[src/rtl/dcur_consts.vh]
`ifndef DCUR_CONSTS_VH
`define DCUR_CONSTS_VH
// ****************************************
// Chain port configuration codes
// ****************************************
`define DCUR_CFG_EXT_LOOP 2'h0
`define DCUR_CFG_INT_LOOP 2'h1
`define DCUR_CFG_DIFF_ALERT 2'h2
`define DCUR_CFG_DUAL 2'h3
`define DCUR_CFG_RESET 2'h0
// ****************************************
// Reset and idle levels
// ****************************************
`define DCUR_LINE_IDLE 1'h1
`define DCUR_DECODE_OFF 1'h0
`define DCUR_ADDR_RESET 1'h0
// ****************************************
// Timing
// ****************************************
`define DCUR_SYNC_STAGES 2
// ****************************************
// Addressing
// ****************************************
`define DCUR_MAX_DEVICES 32
`define DCUR_ADDR_W 5
`endif

[src/rtl/dcur_routing.v]
// Notes on behaviour
// - Device holds a 5-bit address, one of up to 32 chain members.
// - Two-bit chain_port_config selects loopback, alert or dual-path routing.
// - In both loopback modes the down path only buffers and retransmits.
// - External loopback mode: down path commands are never decoded.
// - Up path: lower receive bit is resent from the upper transmitter.
// - In both loopback modes upper receive data is resent at once from the lower transmitter.
// - Config 0b01 feeds upper transmit stream into upper receiver internally.
// - Internal loopback takes effect at once; external upper inputs ignored.
// - The selecting write is cut short on its way back down.
`timescale 1ns/1ps
`include "dcur_consts.vh"

// ****************************************
// Pin synchroniser
// ****************************************
// Resets to the idle line level, so no false start bit follows reset.
// Needs at least two stages; only the last stage is read outside.
module dcur_sync #(
   parameter STAGES = `DCUR_SYNC_STAGES,
   parameter [0:0] RESET_VAL = `DCUR_LINE_IDLE
) (
   input wire clock,
   input wire rst_b,
   input wire pin_in,
   output wire pin_sync
);
   reg [STAGES-1:0] stage_r;
   wire [STAGES-1:0] stage_nxt;

   assign stage_nxt = {stage_r[STAGES-2:0], pin_in};

   always @(posedge clock or negedge rst_b) begin
      if (!rst_b) begin
         stage_r <= {STAGES{RESET_VAL}};
      end else begin
         stage_r <= stage_nxt;
      end
   end

   assign pin_sync = stage_r[STAGES-1];
endmodule // dcur_sync

// ****************************************
// Port routing
// ****************************************
module dcur_routing #(
   parameter ADDR_W = `DCUR_ADDR_W
) (
   input wire clock,
   input wire rst_b,
   input wire [1:0] chain_port_config,
   input wire [ADDR_W-1:0] dev_addr,
   input wire rx_lower,
   input wire rx_upper,
   input wire alert_bit,
   input wire dual_tx_bit,
   output wire tx_upper,
   output wire tx_lower,
   output wire up_rx_data,
   output wire down_rx_data,
   output wire down_decode_en,
   output reg [ADDR_W-1:0] addr_r
);
   // ****************************************
   // Mode decode
   // ****************************************
   wire mode_int_loop;
   wire mode_dual;

   // Config is a level on our own clock, so it acts at the next edge
   assign mode_int_loop = (chain_port_config == `DCUR_CFG_INT_LOOP);
   assign mode_dual = (chain_port_config == `DCUR_CFG_DUAL);

   // ****************************************
   // Pin synchronisers
   // ****************************************
   wire rx_lower_sync;
   wire rx_upper_sync;

   dcur_sync i_sync_lower (
      .clock(clock),
      .rst_b(rst_b),
      .pin_in(rx_lower),
      .pin_sync(rx_lower_sync)
   );

   dcur_sync i_sync_upper (
      .clock(clock),
      .rst_b(rst_b),
      .pin_in(rx_upper),
      .pin_sync(rx_upper_sync)
   );

   // ****************************************
   // Up path
   // ****************************************
   reg tx_upper_r;
   reg tx_upper_nxt;

   always @* begin
      tx_upper_nxt = rx_lower_sync;
   end

   always @(posedge clock or negedge rst_b) begin
      if (!rst_b) begin
         tx_upper_r <= `DCUR_LINE_IDLE;
      end else begin
         tx_upper_r <= tx_upper_nxt;
      end
   end

   assign tx_upper = tx_upper_r;

   // ****************************************
   // Upper receiver source
   // ****************************************
   // The loop taps the transmit stream ahead of its flop, so a looped bit
   // takes no longer to return than one that arrives on the cable
   reg up_rx_data_r;
   reg up_rx_data_nxt;

   always @* begin
      // Switching acts at once, so a packet in flight is cut short
      if (mode_int_loop) begin
         up_rx_data_nxt = tx_upper_nxt;
      end else begin
         up_rx_data_nxt = rx_upper_sync;
      end
   end

   always @(posedge clock or negedge rst_b) begin
      if (!rst_b) begin
         up_rx_data_r <= `DCUR_LINE_IDLE;
      end else begin
         up_rx_data_r <= up_rx_data_nxt;
      end
   end

   assign up_rx_data = up_rx_data_r;

   // ****************************************
   // Down path
   // ****************************************
   reg tx_lower_r;
   reg tx_lower_nxt;
   reg down_rx_data_r;
   reg down_rx_data_nxt;

   always @* begin
      down_rx_data_nxt = up_rx_data_nxt;
      case (chain_port_config)
         `DCUR_CFG_EXT_LOOP: begin
            tx_lower_nxt = up_rx_data_nxt;
         end
         `DCUR_CFG_INT_LOOP: begin
            tx_lower_nxt = up_rx_data_nxt;
         end
         `DCUR_CFG_DIFF_ALERT: begin
            tx_lower_nxt = alert_bit;
         end
         `DCUR_CFG_DUAL: begin
            tx_lower_nxt = dual_tx_bit;
         end
         default: begin
            tx_lower_nxt = up_rx_data_nxt;
         end
      endcase
   end

   always @(posedge clock or negedge rst_b) begin
      if (!rst_b) begin
         tx_lower_r <= `DCUR_LINE_IDLE;
      end else begin
         tx_lower_r <= tx_lower_nxt;
      end
   end

   always @(posedge clock or negedge rst_b) begin
      if (!rst_b) begin
         down_rx_data_r <= `DCUR_LINE_IDLE;
      end else begin
         down_rx_data_r <= down_rx_data_nxt;
      end
   end

   assign tx_lower = tx_lower_r;
   assign down_rx_data = down_rx_data_r;

   // ****************************************
   // Down path decode enable
   // ****************************************
   reg down_decode_en_r;
   reg down_decode_en_nxt;

   always @* begin
      // Loopback modes only resend; commands there must never execute
      down_decode_en_nxt = mode_dual;
   end

   always @(posedge clock or negedge rst_b) begin
      if (!rst_b) begin
         down_decode_en_r <= `DCUR_DECODE_OFF;
      end else begin
         down_decode_en_r <= down_decode_en_nxt;
      end
   end

   assign down_decode_en = down_decode_en_r;

   // ****************************************
   // Device address
   // ****************************************
   reg [ADDR_W-1:0] addr_nxt;

   always @* begin
      addr_nxt = dev_addr;
   end

   always @(posedge clock or negedge rst_b) begin
      if (!rst_b) begin
         addr_r <= {ADDR_W{`DCUR_ADDR_RESET}};
      end else begin
         addr_r <= addr_nxt;
      end
   end
endmodule // dcur_routing

[config.mk]
export PLATFORM = sky130hd
export DESIGN_NAME = dcur_routing
export DESIGN_NICKNAME = d
export VERILOG_FILES = /design/src/rtl/dcur_routing.v
export VERILOG_INCLUDE_DIRS = /design/src /design/src/rtl
export SDC_FILE = /design/constraint.sdc
export NUM_CORES = 1
export LEC_CHECK = 0
export ABC_AREA = 1
export BUFFER_PORTS_ARGS = -buffer_cell sky130_fd_sc_hd__buf_2
export CAP_MARGIN = 20
export CORE_AREA = 2 2 39 41
export CTS_CLUSTER_DIAMETER = 200
export DETAILED_ROUTE_END_ITERATION = 8
export DIE_AREA = 0 0 41 43
export GPL_TIMING_DRIVEN = 0
export PLACE_DENSITY_LB_ADDON = 0.15
export SYNTH_ARGS = -nofsm -noshare
export SYNTH_HDL_FRONTEND = slang
export SYNTH_HIERARCHICAL = 1
export SYNTH_SLANG_ARGS = --single-unit
[constraint.sdc]
create_clock -name clock -period 2 [get_ports clock]
set_input_delay 0.4 -clock clock [delete_from_list [all_inputs] [get_ports clock]]
set_output_delay 0.4 -clock clock [all_outputs]
set_load 0.01 [all_outputs]
Word level (Yosys, flattened, before mapping)
Cells that the tools add are included.
{ "classes": {"n_mux": 2, "eq_ne": 3, "reduce_logical": 2} }
{ "op_table": {"columns": ["operator", "n"], "rows": [
  ["== test 2 bit, second input constant", 2],
  ["case mux 1 bit (3 select lines)", 1],
  ["== test 2 x 1 -> 1 bit, second input constant", 1],
  ["logical NOT 2 bit", 1],
  ["OR reduction 2 bit", 1],
  ["two-way mux 1 bit", 1]
]} }
{ "totals": {"out_inout_bits": 10, "wordCells": 14, "reg_bits": 13} }

Longest topological paths before layout
Gate-level depths: netlist of run 1.
{ "logic_depth": {"word_depth": 3, "depth_mapped": 5} }

Hierarchy
Netlist of run 1, hierarchy kept.
{ "modules_own_cells": {"columns": ["mod", "cells_each", "seq_area_each_um2", "area_each_um2", "n_inst"], "rows": [
  ["dcur_routing", 24, 229.0, 297.8, 1],
  ["dcur_sync", 2, 52.6, 52.6, 2]
]} }

Least setup slack after synthesis of run 1
No wires, ideal clock.
{ "synth_path": {"kind": "flip-flop to output port", "start": "reg, netlist name down_rx_data", "end": "out up_rx_data", "path_stages_with_launch": 2, "t_arrival_ps": 649, "setup_slack_ps": 951, "required_time_ps": 1600, "cell_sequence": "dfstp_2 > buf_4"} }
{ "synth_lines": {"columns": ["element", "line_no", "text"], "rows": [
  ["to (decl)", "dcur_routing.v:60", "output wire up_rx_data,"]
]} }

==> impl_metrics.toml, run 1 <==
[placed_design]
dpl.hpwl_um = 440
gp_congestion = 0.591
dpl_cell_area_um2 = 533
port_buffers = 22
dp.cells = 66

[yosys]
syn-cell-area_um2 = 403
ys_types = 8
synthesis.nets = 41
synth_top_area_share_pct = 45.7
yosysSeqAreaShare_pct = 82.9
netlist_instances = 28
synth_top_area_cell = "dfstp_2"
avgSynthCellArea_um2 = 14.4
ys_seq_elements = 13
yosysWarnings = 6
synth_area_leaders = "dfstp_2, dfrtp_1, inv_1, nand2_1, nand3_1"

[finish]
final_common_cell = "buf_2"
mostFrequentLayoutCells = "buf_2, dfstp_2, dfrtp_1"
fin_nets = 68
drive_above_1_share_pct = 61.1
fin_area_um2 = 559
stdcell_count = 70
syn_to_final_growth_pct = 38.8
diodes = 0
fillers = 135

[critical_path]
critPathKind = "flip-flop to output pin"
crit_start = "down_rx_data"
slowest_stage = "dfstp_2"
arrival_ns = 0.99
endpoint_kind = "output pin"
crit_path_start_kind = "flip-flop"
worstPathMaxFanout = 2
r2r.worst_path.cells = 4
rr_startpoint = "i_sync_lower/stage_r[1]"
endpoint = "up_rx_data"
worst-path-buf-inv = 2
cp.required_ns = 1.60
worst-path-stages = 2
path_cells = "buf_4, buf_2"
r2r_end = "tx_lower"
critPathMaxStageDelay_ns = 0.53
rrSetupSlack_ns = 1.17
cp_top_family = "flip-flops"

[route]
first_pass_iters = 2
dr_total_vias = 264
wl_um = 584
viasPerCell = 3.77
final_antenna_net_count = 0
drc = 0
avgRoutedWirePerCell_um = 8.34
drt_iter0_drc = 5

[grt]
grt_usage_pct = 7.81
grt_overflow = 0
grt_pass1_wl_um = 814
first_global_vias = 206
grt_max_degree = 14
antenna_found_initial = 0

[timing]
min_period_ns = 1.39
slew_headroom_pct = 81.7
fin_setup_tns_ns = 0
fin_skew_ns = 0.000735
max_freq_mhz = 720
finalMaxSlewViolations = 0
hold-worst-slack_ns = 0.000469
rsz0062_at_grt = "false"
hold_viol = 0
tightest_slew_ns = 0.274
fin_crit_sh_pct = 69.4
setup_viol = 0

[power]
ir_drop_uv = 366
p_leak_nw = 0.301
power_mw = 0.487
power_density_nw_per_um2 = 871

[cts]
postCtsSetupBuffers = 0
clk_latency_ns = 0.26
htreeDepth = 1
clockBufferDepth = 2
clock-sinks = 13
hold_buffers = 0
cts_root_buf = "clkbuf_4"
clk_pin_slew_ns = 0.07
tritoncts = "yes"
numCtsBuffers = 3
cts_resized = 0

[floorplan]
start_util_pct = 29.1
die_w_um = 41
row_count = 14
die_h_um = 43
core_um2 = 1380
io_pins = 23
die_area_um2 = 1760

[status]
outcome = "completed"

[worst_hold_path]
hold_path.class = "primary input to async pin"

[run]
max_cap_viol_count = 0
report_power, final:
part / switching, mW / total [mW] / internal, mW / leakage [nW]
registers: 0.00352 / 0.288 / 0.284 / 0.145
clock network: 0.0761 / 0.153 / 0.0771 / 0.0150
logic: 0.0243 / 0.0466 / 0.0223 / 0.141
stage by stage:
| step | utilization [%] | worst slack (ns) |
|---|---|---|
| after CTS | 40.4 | 0.595 |
| after floorplan | - | 0.951 |
| after global routing | 40.4 | 0.560 |
| final | 40.4 | 0.612 |
| after global placement | 38.5 | 0.899 |
| after detailed placement | 38.5 | 0.898 |
Yosys cell counts, drive strengths merged:
library cell  count
inv               5
o211ai            1
and2              1
dfrtp             6
nand2             5
buf               1
dfstp             7
nand3             2
area by class of cell:
cell class                 count  area (µm²)  share of cell area (%)
buffer                         1        7.51                    1.34
clock buffer                   4        26.3                    4.70
inverter                       5        18.8                    3.36
multi-input combinational      9        42.5                    7.61
sequential                    13         334                    59.7
tap                           16        20.0                    3.58
timing repair buffer          22         110                    19.7
state kept, by name (all words and copies together), names as in the netlist:
register / cells
addr_r: 5
down_decode_en: 1
down_rx_data: 1
i_sync_lower/stage_r: 2
i_sync_upper/stage_r: 2
tx_lower: 1
tx_upper: 1
worst min path at each step:
stage	slack (ns)	startpoint	endpoint
floorplan	0.10	rst_b	addr_r[0]
global placement	0.30	rst_b	down_decode_en
detailed placement	0.30	rst_b	down_decode_en
CTS	0.001	rst_b	down_decode_en
global route	0.004	rst_b	down_decode_en
finish	0.0005	rst_b	down_decode_en
logic make-up after synthesis:
kind of cell	after synthesis	synth area share, %
AOI/OAI and AO/OA	1	1.86
buffers and inverters	6	6.52
DFF	13	82.9
and+or+nand+nor	8	8.70
layer usage:
metal	track usage, %	wire [µm]
met2	9.06	255
met1	9.03	246
met4	8.00	0
met5	0	0
met3	4.71	82
Power figures use the tool's default switching activity.
==> run 2, diff against run 1 <==
==> constraint.sdc (replaced) <==
create_clock -name clock -period 1.15 [get_ports clock]
set_input_delay 0.23 -clock clock [delete_from_list [all_inputs] [get_ports clock]]
set_output_delay 0.23 -clock clock [all_outputs]
set_load 0.01 [all_outputs]
==> impl_metrics.toml, run 2 (synthesis gave the netlist of run 1 again) <==
[finish]
drive_above_1_share_pct = 60.0
multi_input_area_um2 = 42.5
stdcell_count = 71
largest_reg_flops = 5
fin_nets = 69
reg_top3 = "addr_r: 5 flops, i_sync_lower/stage_r: 2 flops, i_sync_upper/stage_r: 2 flops"
regMostFlops = "addr_r"
diodes = 0
seq_area_um2 = 334
syn_to_final_growth_pct = 46.9
final_common_cell = "buf_2"
mostFrequentLayoutCells = "buf_2, dfstp_2, dfrtp_1"
fillers = 135

[cts]
clk_latency_ns = 0.26
clockBufferDepth = 2
numCtsBuffers = 3
cts_root_buf = "clkbuf_4"
htreeDepth = 1
clock-sinks = 13
postCtsSetupBuffers = 0
tritoncts = "yes"
clk_pin_slew_ns = 0.07

[grt]
grt_max_degree = 14
grt_usage_pct = 8.22
antenna_found_initial = 0
first_global_vias = 221
grt_pass1_wl_um = 862
grt_overflow = 0

[critical_path]
crit_path_start_kind = "flip-flop"
timing.critical_path.mode_cell = "buf_6"
r2r_end = "tx_lower"
rr_startpoint = "i_sync_lower/stage_r[1]"
rrSetupSlack_ns = 0.32
slowest_stage = "dfstp_2"
endpoint_kind = "output pin"
cp.required_ns = 0.92
arrival_ns = 0.97
path_cells = "buf_6, buf_6"
r2r.worst_path.cells = 4
critPathKind = "flip-flop to output pin"
critPathMaxStageDelay_ns = 0.54
worstPathMaxFanout = 2

[worst_hold_path]
hold_path.class = "primary input to flip-flop"
worstHoldStart = "rx_upper"
whs_path_depth = 1
hold_end = "i_sync_upper/stage_r[0]"

[power]
p_comb_share_pct = 11.0
p_clk_share_pct = 30.8
ir_drop_uv = 634
power_mw = 0.864
p_leak_nw = 0.313
internal-power_mw = 0.680
power_density_nw_per_um2 = 1460
p_sw_mw = 0.184
p_sw_share_pct = 21.3
seq_power_share_pct = 58.1

[placed_design]
dp.cells = 66
dpl.hpwl_um = 440
port_buffers = 22
dp_slack_ns = 0.218
gp_congestion = 0.591

[route]
viasPerCell = 3.83
drt_iter0_drc = 5
first_pass_iters = 2
final_antenna_net_count = 0
wl_um = 618
drc = 0
avgRoutedWirePerCell_um = 8.70
dr_total_vias = 272

[timing]
max_freq_mhz = 832
fin_setup_tns_ns = -0.0599
hold_viol = 0
finalWorstSetupSlack_ns = -0.0524
tightest_slew_ns = 0.274
setup_viol = 2
hold-worst-slack_ns = 0.0570
fin_skew_ns = 0.000735
rsz0062_at_grt = "true"
slew_headroom_pct = 81.7
finalMaxSlewViolations = 0
min_period_ns = 1.20
fin_crit_sh_pct = 105

[floorplan]
core_um2 = 1380
start_util_pct = 29.1
die_w_um = 41
io_pins = 23
row_count = 14
die_h_um = 43
die_area_um2 = 1760

[status]
outcome = "finished with violations"
violations = "setup timing"

[run]
max_cap_viol_count = 0
## run 2: worst max-delay path by stage
stage,cells past startpoint,from,end,slack [ns]
3_3_place_gp,2,down_rx_data,up_rx_data,0.22
5_1_grt,2,down_rx_data,up_rx_data,-0.1
6_report,2,down_rx_data,up_rx_data,-0.05
3_5_place_dp,2,down_rx_data,up_rx_data,0.22
2_1_floorplan,1,down_rx_data,up_rx_data,0.27
4_1_cts,2,down_rx_data,up_rx_data,-0.06
## run 2: metrics by stage
step           util (%)  cell area (µm²)
3_3_place_gp       38.5              533
3_5_place_dp       38.5              533
4_1_cts            41.9              579
5_1_grt            42.8              592
6_report           42.8              592
2_1_floorplan         -              403
## run 2: power groups by stage
| stage | clock [mW] | sequential [mW] | combinational [mW] |
|---|---|---|---|
| after floorplan | 0 | 0.520 | 0.0192 |
| after global routing | 0.304 | 0.506 | 0.107 |
| after CTS | 0.282 | 0.501 | 0.0912 |
| after global placement | 0 | 0.508 | 0.0827 |
| final | 0.266 | 0.502 | 0.0954 |
| after detailed placement | 0 | 0.508 | 0.0829 |
## run 2: layer usage
layer	wire (µm)	vias up	part of all wire (%)	global-route usage, %
met2	290	18	47	10.3
li1	-	135	-	-
met1	255	119	41	9.03
met5	0	-	0	0
met4	0	0	0	8.00
met3	72	0	12	4.71
## run 2: worst max-delay path: cells and delay by family, from the launching register on
kind	cells	cell delay [ns]
flops	1	0.54
buf+inv	2	0.17
## run 2: area by class of cell
type / instances / share of cell area [%]
tap: 16 / 3.38
clock buffer: 4 / 4.44
inverter: 5 / 3.17
buffer: 1 / 1.90
sequential: 13 / 56.4
multi-input combinational: 9 / 7.19
timing repair buffer: 23 / 23.5
## run 2: what timing repair did
item,in CTS,in global routing
endpoints found under the setup margin,2,4
gates resized for setup,2,2
hold buffers,1,0
hold endpoints to repair,6,0
